File: config.mk
export PLATFORM = sky130hd
export DESIGN_NAME = windowed_watchdog_core
export DESIGN_NICKNAME = d
export VERILOG_FILES = /design/src/wdog_pkg.sv /design/src/tick_if.sv /design/src/period_tick.sv /design/src/windowed_watchdog_core.sv
export SDC_FILE = /design/constraint.sdc
export NUM_CORES = 1
export LEC_CHECK = 0
export BUFFER_PORTS_ARGS = -buffer_cell sky130_fd_sc_hd__buf_2
export CORE_MARGIN = 3
export CORE_UTILIZATION = 55
export CTS_CLUSTER_DIAMETER = 200
export DETAILED_ROUTE_END_ITERATION = 10
export PLACE_DENSITY = 0.73
export RECOVER_POWER = 25
export SYNTH_ARGS = -nofsm -noshare
export SYNTH_HDL_FRONTEND = slang
export SYNTH_SLANG_ARGS = --single-unit
File: constraint.sdc
create_clock -name core_clk -period 3.25 [get_ports core_clk]
set_input_delay 0.325 -clock core_clk [delete_from_list [all_inputs] [get_ports core_clk]]
set_output_delay 0.325 -clock core_clk [all_outputs]
set_load 0.02 [all_outputs]
File: src/wdog_pkg.sv
package wdog_pkg;
  localparam int CNT_W = 11;
  localparam logic [CNT_W-1:0] POWER_ON_TICKS = 11'h00A;
  localparam logic [CNT_W-1:0] SYNC_TICKS = 11'h1C2;
  localparam logic [CNT_W-1:0] SHORT_CLOSED_TICKS = 11'h00F;
  localparam logic [CNT_W-1:0] SHORT_OPEN_TICKS = 11'h00A;
  localparam logic [CNT_W-1:0] LONG_CLOSED_TICKS = 11'h5DC;
  localparam logic [CNT_W-1:0] LONG_OPEN_TICKS = 11'h3E8;
  localparam logic [CNT_W-1:0] PULSE_TICKS = 11'h004;
  localparam int PERIOD_W = 16;
  localparam logic [PERIOD_W-1:0] PERIOD_CYCLES_DEF = 16'h0064;
  typedef enum logic [2:0] {ST_POWER_ON, ST_SYNC, ST_CLOSED, ST_OPEN, ST_PULSE,
    ST_IDLE} wd_state_t;
endpackage

File: src/tick_if.sv
`timescale 1ns/1ps
interface tick_if;
  logic tick;
  modport gen (output tick);
  modport use_tick (input tick);
endinterface

File: src/period_tick.sv
`timescale 1ns/1ps
module period_tick
  import wdog_pkg::*;
#(
  parameter int PERIOD_W = 16
)(
  input wire logic core_clk,
  input wire logic sys_rst,
  input wire logic clk_en,
  input wire logic [PERIOD_W-1:0] period_cycles,
  tick_if.gen tk
);
  logic [PERIOD_W-1:0] div_q;
  logic tick_q;
  assign tk.tick = tick_q;
  // one-cycle tick every period_cycles clocks
  always_ff @(posedge core_clk)
  begin
    if (sys_rst)
    begin
      div_q <= '0;
      tick_q <= 1'b0;
    end
    else if (clk_en)
    begin
      if (div_q + PERIOD_W'(1) >= period_cycles)
      begin
        div_q <= '0;
        tick_q <= 1'b1;
      end
      else
      begin
        div_q <= div_q + PERIOD_W'(1);
        tick_q <= 1'b0;
      end
    end
  end
endmodule // period_tick

File: src/windowed_watchdog_core.sv
`timescale 1ns/1ps
module windowed_watchdog_core
  import wdog_pkg::*;
#(
  parameter int PERIOD_W = wdog_pkg::PERIOD_W
)(
  input wire logic core_clk,
  input wire logic sys_rst,
  input wire logic clk_en,
  input wire logic [PERIOD_W-1:0] period_cycles,
  input wire logic power_good,
  input wire logic trigger_in,
  input wire logic mode_long,
  input wire logic check_disable_n,
  output logic reset_out_n,
  output logic trigger_accepted,
  output logic fault_seen
);
  import wdog_pkg::*;

  ////////////////////////////////////////////////////////////////////
  tick_if tk();
  period_tick #(.PERIOD_W(PERIOD_W)) u_tick
  (
    .core_clk(core_clk),
    .sys_rst(sys_rst),
    .clk_en(clk_en),
    .period_cycles(period_cycles),
    .tk(tk)
  );

  ////////////////////////////////////////////////////////////////////
  logic [1:0] trig_s_q, mode_s_q, dis_s_q, pg_s_q;
  logic trig_last_q;
  logic trig_rise;
  // two-stage synchronisers for pin inputs
  always_ff @(posedge core_clk)
  begin
    if (sys_rst)
    begin
      trig_s_q <= 2'h0;
      mode_s_q <= 2'h0;
      dis_s_q <= 2'h3;
      pg_s_q <= 2'h0;
    end
    else if (clk_en)
    begin
      trig_s_q <= {trig_s_q[0], trigger_in};
      mode_s_q <= {mode_s_q[0], mode_long};
      dis_s_q <= {dis_s_q[0], check_disable_n};
      pg_s_q <= {pg_s_q[0], power_good};
    end
  end

  // last synchronised trigger level, idle low like the pin
  always_ff @(posedge core_clk)
  begin
    if (sys_rst)
      trig_last_q <= 1'b0;
    else if (clk_en)
      trig_last_q <= trig_s_q[1];
  end
  // rising edge of the synchronised trigger
  assign trig_rise = trig_s_q[1] & ~trig_last_q;

  ////////////////////////////////////////////////////////////////////
  wd_state_t state_q;
  logic [CNT_W-1:0] cnt_q;
  logic [CNT_W-1:0] closed_len, open_len;
  logic enabled;
  assign enabled = dis_s_q[1];
  // window lengths from mode
  assign closed_len = mode_s_q[1] ? LONG_CLOSED_TICKS : SHORT_CLOSED_TICKS;
  assign open_len = mode_s_q[1] ? LONG_OPEN_TICKS : SHORT_OPEN_TICKS;

  // supervision sequence; counts advance on ticks only
  always_ff @(posedge core_clk)
  begin
    if (sys_rst)
    begin
      state_q <= ST_POWER_ON;
      cnt_q <= '0;
      reset_out_n <= 1'b0;
      trigger_accepted <= 1'b0;
      fault_seen <= 1'b0;
    end
    else if (clk_en)
    begin
      // event pulses default low, one cycle wide
      trigger_accepted <= 1'b0;
      fault_seen <= 1'b0;
      // undervoltage overrides every state
      if (!pg_s_q[1])
      begin
        state_q <= ST_POWER_ON;
        cnt_q <= '0;
        reset_out_n <= 1'b0;
      end
      else
      begin
        unique case (state_q)
          // hold reset low for the power-on delay
          ST_POWER_ON:
          begin
            reset_out_n <= 1'b0;
            if (tk.tick)
            begin
              if (cnt_q + CNT_W'(1) >= POWER_ON_TICKS)
              begin
                cnt_q <= '0;
                reset_out_n <= 1'b1;
                state_q <= enabled ? ST_SYNC : ST_IDLE;
              end
              else
                cnt_q <= cnt_q + CNT_W'(1);
            end
          end
          // checking disabled, reset released
          ST_IDLE:
          begin
            reset_out_n <= 1'b1;
            cnt_q <= '0;
            if (enabled)
              state_q <= ST_SYNC;
          end
          // wait for the first trigger after release
          ST_SYNC:
          begin
            if (!enabled)
              state_q <= ST_IDLE;
            else if (trig_rise)
            begin
              trigger_accepted <= 1'b1;
              cnt_q <= '0;
              state_q <= ST_CLOSED;
            end
            else if (tk.tick)
            begin
              if (cnt_q + CNT_W'(1) >= SYNC_TICKS)
              begin
                cnt_q <= '0;
                fault_seen <= 1'b1;
                reset_out_n <= 1'b0;
                state_q <= ST_PULSE;
              end
              else
                cnt_q <= cnt_q + CNT_W'(1);
            end
          end
          // any trigger here is a fault
          ST_CLOSED:
          begin
            if (!enabled)
              state_q <= ST_IDLE;
            else if (trig_rise)
            begin
              cnt_q <= '0;
              fault_seen <= 1'b1;
              reset_out_n <= 1'b0;
              state_q <= ST_PULSE;
            end
            else if (tk.tick)
            begin
              if (cnt_q + CNT_W'(1) >= closed_len)
              begin
                cnt_q <= '0;
                state_q <= ST_OPEN;
              end
              else
                cnt_q <= cnt_q + CNT_W'(1);
            end
          end
          // a trigger must land before the window ends
          ST_OPEN:
          begin
            if (!enabled)
              state_q <= ST_IDLE;
            else if (trig_rise)
            begin
              trigger_accepted <= 1'b1;
              cnt_q <= '0;
              state_q <= ST_CLOSED;
            end
            else if (tk.tick)
            begin
              if (cnt_q + CNT_W'(1) >= open_len)
              begin
                cnt_q <= '0;
                fault_seen <= 1'b1;
                reset_out_n <= 1'b0;
                state_q <= ST_PULSE;
              end
              else
                cnt_q <= cnt_q + CNT_W'(1);
            end
          end
          // watchdog reset pulse, restarted by a trigger
          ST_PULSE:
          begin
            reset_out_n <= 1'b0;
            if (trig_rise)
            begin
              trigger_accepted <= 1'b1;
              cnt_q <= '0;
            end
            else if (tk.tick)
            begin
              if (cnt_q + CNT_W'(1) >= PULSE_TICKS)
              begin
                cnt_q <= '0;
                reset_out_n <= 1'b1;
                state_q <= enabled ? ST_SYNC : ST_IDLE;
              end
              else
                cnt_q <= cnt_q + CNT_W'(1);
            end
          end
          default:
            state_q <= ST_POWER_ON;
        endcase
      end
    end
  end
endmodule // windowed_watchdog_core

### Word-level counts from Yosys, hierarchy flattened

Index checks and enable logic that the tools add are counted.

* output and inout port bits: 3
* input port bits: 23
* register bits after elaboration: 43

* reductions and logical operators: 5
* magnitude comparators: 6
* multiplexer cells: 75
* eq/ne operators: 32
* bitwise gates (word level): 2
* $add $sub $neg: 2

Operators with widths (number)
* 2-to-1 mux 11 bit: 19
* one-hot mux 11 bit (6 select lines): 1
* 2-to-1 mux 3 bit: 20
* != test 3 bit, second input constant: 12
* 2-to-1 mux 1 bit: 29
* one-hot mux 3 bit (6 select lines): 1
* adder 16 x 1 -> 16 bit, second input constant: 1
* greater-or-equal comparator 16 bit: 1
* 2-to-1 mux 16 bit: 1
* != test 4 x 3 -> 1 bit, second input constant: 4
* != test 5 x 4 -> 1 bit, second input constant: 3
* != test 5 bit, second input constant: 3
* AND reduction 13 bit: 1
* != test 3 x 2 -> 1 bit, second input constant: 4
* AND reduction 12 bit: 1
* adder 11 x 1 -> 11 bit, second input constant: 1
* greater-or-equal comparator 11 x 10 -> 1 bit: 1
* greater-or-equal comparator 11 bit: 1
* greater-or-equal comparator 11 x 3 -> 1 bit, second input constant: 1
* greater-or-equal comparator 11 x 4 -> 1 bit, second input constant: 1
* greater-or-equal comparator 11 x 9 -> 1 bit, second input constant: 1
* 2-to-1 mux 10 bit: 1
* AND reduction 10 bit: 1
* != test 7 x 1 -> 1 bit, second input constant: 1
* 10 further kinds: 12

### Longest topological paths before layout

* word-level depth: 8
* depth in mapped cells: 15

### Cells and area by module

A second synthesis with hierarchy kept.

* cell total of the unflattened synthesis: 464
* area total of the unflattened synthesis: 3728.6 um2

Modules (own cells, without submodules)
* windowed_watchdog_core: instances 1, area each 2272.2 um2, cells each 295
* period_tick: instances 1, area each 1456.4 um2, cells each 169

### Worst setup path after synthesis

No wires, ideal clock.

* path kind: register -> register
* start: register cnt_q[0]
* end: register state_q[0]
* stages on the path, launching flop included: 16
* path slack: 0.126 ns
* data arrival time: 3.053 ns
* library setup time: 0.072 ns
* buffers on the path: 2
* cells stage by stage: dfxtp_1 > ha_1 > buf_2 > and3_1 > buf_4 > nand3_1 > nor2_1 > xor2_1 > ha_1 > o21ai_0 > nor2_1 > nor4_1 > o2bb2ai_4 > a32oi_4 > o21ai_2 > mux2i_1

* word-level cells in the longest chain between the ends: 4
* elaborated cells on any way between the ends: 12

RTL lines
* start: declaration: line windowed_watchdog_core.sv:68 `logic [CNT_W-1:0] cnt_q;`
* start signal: assignment: line windowed_watchdog_core.sv:115 `cnt_q <= cnt_q + CNT_W'(1);`
* start signal: assignment: line windowed_watchdog_core.sv:147 `cnt_q <= cnt_q + CNT_W'(1);`
* start signal: assignment: line windowed_watchdog_core.sv:170 `cnt_q <= cnt_q + CNT_W'(1);`
* adder 11 x 1 -> 11 bit (*)
* greater-or-equal comparator 11 x 10 -> 1 bit (tied with other cells): line windowed_watchdog_core.sv:186 `if (cnt_q + CNT_W'(1) >= open_len)`
* != test 5 bit (no line) or != test 3 bit (tied branches)
* AND reduction 13 bit (no line) (*)
* end signal: assignment: line windowed_watchdog_core.sv:112 `state_q <= enabled ? ST_SYNC : ST_IDLE;`
* end signal: assignment: line windowed_watchdog_core.sv:212 `state_q <= enabled ? ST_SYNC : ST_IDLE;`
* end: declaration: line windowed_watchdog_core.sv:67 `wd_state_t state_q;`

Mark *: on every way between the ends. The rest lies on a longest branch, timed or not.
A chain may end at the register's enable or synchronous reset.

### Final worst setup path

* start: register u_tick.div_q[0]
* end: register u_tick.div_q[2]

* word-level cells in the longest chain between the ends: 3

RTL lines
* start: declaration: line period_tick.sv:13 `logic [PERIOD_W-1:0] div_q;`
* start signal: assignment: line period_tick.sv:33 `div_q <= div_q + PERIOD_W'(1);`
* adder 16 x 1 -> 16 bit (*): line period_tick.sv:26, period_tick.sv:33
* greater-or-equal comparator 16 bit: line period_tick.sv:26 `if (div_q + PERIOD_W'(1) >= period_cycles)`
* 2-to-1 mux 16 bit (*): line period_tick.sv:26

Marks and branches as above.

==> flow_metrics.env <==
export IMPL_status="complete, no violations"
export IMPL_period_share_pct=94.8
export IMPL_drv_slew=0
export IMPL_worstMarginPinSlew_ps=1030
export IMPL_endpoint="u_tick.div_q[2]"
export IMPL_overflow=0
export IMPL_cts_buffer_depth=2
export IMPL_synth_edf_count=0
export IMPL_grt_max_degree=21
export IMPL_seq_area_frac_synth_pct=26.3
export IMPL_num_rows=27
export IMPL_synth_area_sq_um=3280
export IMPL_async_reset_ff_share_pct=0
export IMPL_vias=2924
export IMPL_grt_first_pass_wirelength_um=12400
export IMPL_fin_tns_setup_ps=0
export IMPL_syn2layout_area_growth_pct=11.3
export IMPL_synthCells=395
export IMPL_r2r_end="u_tick.div_q[2]"
export IMPL_avgSynthCellArea_sq_um=8.30
export IMPL_ys_ff_latch=43
export IMPL_wl_per_cell_um=14.5
export IMPL_rrSetupSlack_ps=170
export IMPL_startpoint="u_tick.div_q[0]"
export IMPL_yosys_warnings=0
export IMPL_finalSetupViolCount=0
export IMPL_cts_tree="done"
export IMPL_synth_main_ff_cell="dfxtp_1"
export IMPL_diodes=0
export IMPL_cp_start_kind="register"
export IMPL_ys_types=64
export IMPL_pin_count=26
export IMPL_hold_viol=0
export IMPL_worst_setup_path_type="reg2reg"
export IMPL_viasPerCell=5.96
export IMPL_worst_skew_pair_late_latency_ps=300
export IMPL_drtIter0Drc=149
export IMPL_cap_violations=0
export IMPL_period_minus_slack_ps=3080
export IMPL_fin_util_pct=64.7
export IMPL_yosysTopAreaCell="dfxtp_1"
export IMPL_reg2regPathDepth=14
export IMPL_hold_buffers=0
export IMPL_grt_setup_unrepaired="false"
export IMPL_antenna_found_initial=0
export IMPL_clkSinkCount=43
export IMPL_htreeDepth=2
export IMPL_r2r_start="u_tick.div_q[0]"
export IMPL_core_sq_um=5640
export IMPL_grt_pass1_vias=2808
export IMPL_dieArea_sq_um=6920
export IMPL_die_w_um=83.2
export IMPL_drc=0
export IMPL_crit_required_ps=3490
export IMPL_wirelength_um=7120
export IMPL_hold_path_class="in2reg"
export IMPL_clock_root_buffer="clkbuf_8"
export IMPL_drive_above_1_share_pct=17.2
export IMPL_ir_drop_v=0.000176
export IMPL_crit_arrival_ps=3320
export IMPL_synth_commonest_cells="43 x dfxtp_1, 37 x nand2_1, 36 x nor2_1"
export IMPL_cts_made_buffers=5
export IMPL_synth_area_leaders="dfxtp_1 26%, ha_1 11%, xor2_1 6.4%, nand2_1 4.2%, nor2_1 4.1%"
export IMPL_first_pass_iters=4
export IMPL_die_h_um=83.2
export IMPL_max_clock_freq_mhz=325
export IMPL_globalplace_congestion=0.893
export IMPL_grt_usage_pct=20.9
export IMPL_clk_pin_slew_worst_paths_ps=90
export IMPL_end_kind="register"
export IMPL_synth_most_common_cell="dfxtp_1"
export IMPL_io_buffer_count=25
export IMPL_critPathMaxFanout=11
export IMPL_relSlewSlack_pct=31.6
export IMPL_start_util_pct=58.1
export IMPL_syn_num_nets=447
export IMPL_hpwlAfterDp_um=5450
export IMPL_nNetsFinal=470
export IMPL_ant_nets=0
export IMPL_p_per_area_nw_per_um2=300
export IMPL_power_leakage_uw=0.00164
export IMPL_netlist_area_leader_share_pct=26.3
export IMPL_holdWs_ps=253
export IMPL_skew_ps=8.61
[metrics by stage]
| step | power, uW | instances | instance area, sq um | setup WS, ps |
|---|---|---|---|---|
| after floorplan | 628 | 395 | 3280 | 126 |
| after global placement | 658 | 482 | 3480 | 128 |
| after detailed placement | 663 | 482 | 3480 | 32.2 |
| after CTS | 1110 | 490 | 3600 | 41.6 |
| after global routing | 1150 | 491 | 3650 | 10.3 |
| final | 1100 | 491 | 3650 | 170 |
[timing repair]
item | CTS | global route
setup endpoints to repair | 2 | 30
setup buffers | 0 | 1
pin swaps | 0 | 1
gates resized for setup | 1 | 13
[registers in the layout, summed over array words and instances (netlist names)]
name and flops:
trigger_accepted 1, trig_s_q 2, u_tick.tk.tick 1, reset_out_n 1, state_q 3, fault_seen 1, u_tick.div_q 16, pg_s_q 2
cnt_q 11, trig_last_q 1, dis_s_q 2, mode_s_q 2
[worst max-delay path, cell delays in order, from the launching register on]
cell and delay (ps):
dfxtp_4 380, ha_1 180, and3_4 210, and3_4 200
and3_4 210, and4_1 230, nand2_1 90, xnor2_2 150
ha_1 310, a21o_1 180, a21oi_1 130, o21ai_1 110
a221o_1 350, buf_4 180, nor2_1 110
[worst min-delay path by stage]
stage,start,to,slack [ps],cells past startpoint
6_report,mode_long,mode_s_q[0],250,3
5_1_grt,mode_long,mode_s_q[0],260,3
4_1_cts,mode_long,mode_s_q[0],250,3
3_5_place_dp,reset_out_n,reset_out_n,450,2
3_3_place_gp,reset_out_n,reset_out_n,440,2
2_1_floorplan,dis_s_q[0],dis_s_q[0],440,2
[layout make-up]
cell class	count	area (sq um)
fillers	488	1990
flip-flops and latches	43	867
multi-input cells	303	2250
well taps	72	90.1
clock buffers	6	82.6
clock inverters	2	38.8
inverters	27	101
repair buffers	38	215
[cells by family (layout without fill, tap and decap cells)]
logic type / Yosys count / after routing / share of synthesized area [%]
AOI/OAI and AO/OA: 82 / 82 / 20.1
xor gates and xnor gates: 34 / 34 / 9.66
adders and majority gates: 30 / 30 / 11.4
buffers and inverters: 49 / 73 / 6.26
DFF: 43 / 43 / 26.3
muxes: 12 / 12 / 3.70
and+or+nand+nor: 145 / 145 / 22.7
[layer usage]
| layer | vias to the layer above | track usage [%] | routed length, um |
|---|---|---|---|
| met2 | 53 | 37.0 | 3500 |
| li1 | 1461 | - | - |
| met5 | - | 0 | 0 |
| met4 | 0 | 6.09 | 115 |
| met1 | 1394 | 25.5 | 3240 |
| met3 | 16 | 4.17 | 267 |
[cells in the final DEF (no fill, tap or decap), drive strengths merged, types with 3 or more instances in the layout]
cell,instances
a21oi,13
dfxtp,43
nor2b,4
nand2b,7
xor2,24
buf,34
o22ai,3
a31o,3
clkbuf,10
ha,29
nand3b,3
a22o,4
o31a,3
inv,28
a32o,5
mux2i,11
xnor2,10
nor3,7
a211oi,3
a31oi,4
nand4,9
o21ai,16
nand3,15
nand2,37
nor4,9
a21o,6
and3,9
nor2,37
[power by group]
| part | switching (uW) | internal, uW |
|---|---|---|
| Clock | 193 | 253 |
| Sequential | 9.95 | 535 |
| Combinational | 58.9 | 46.2 |
| Total | 262 | 834 |
Note: power is estimated with default switching activity, not from simulation.
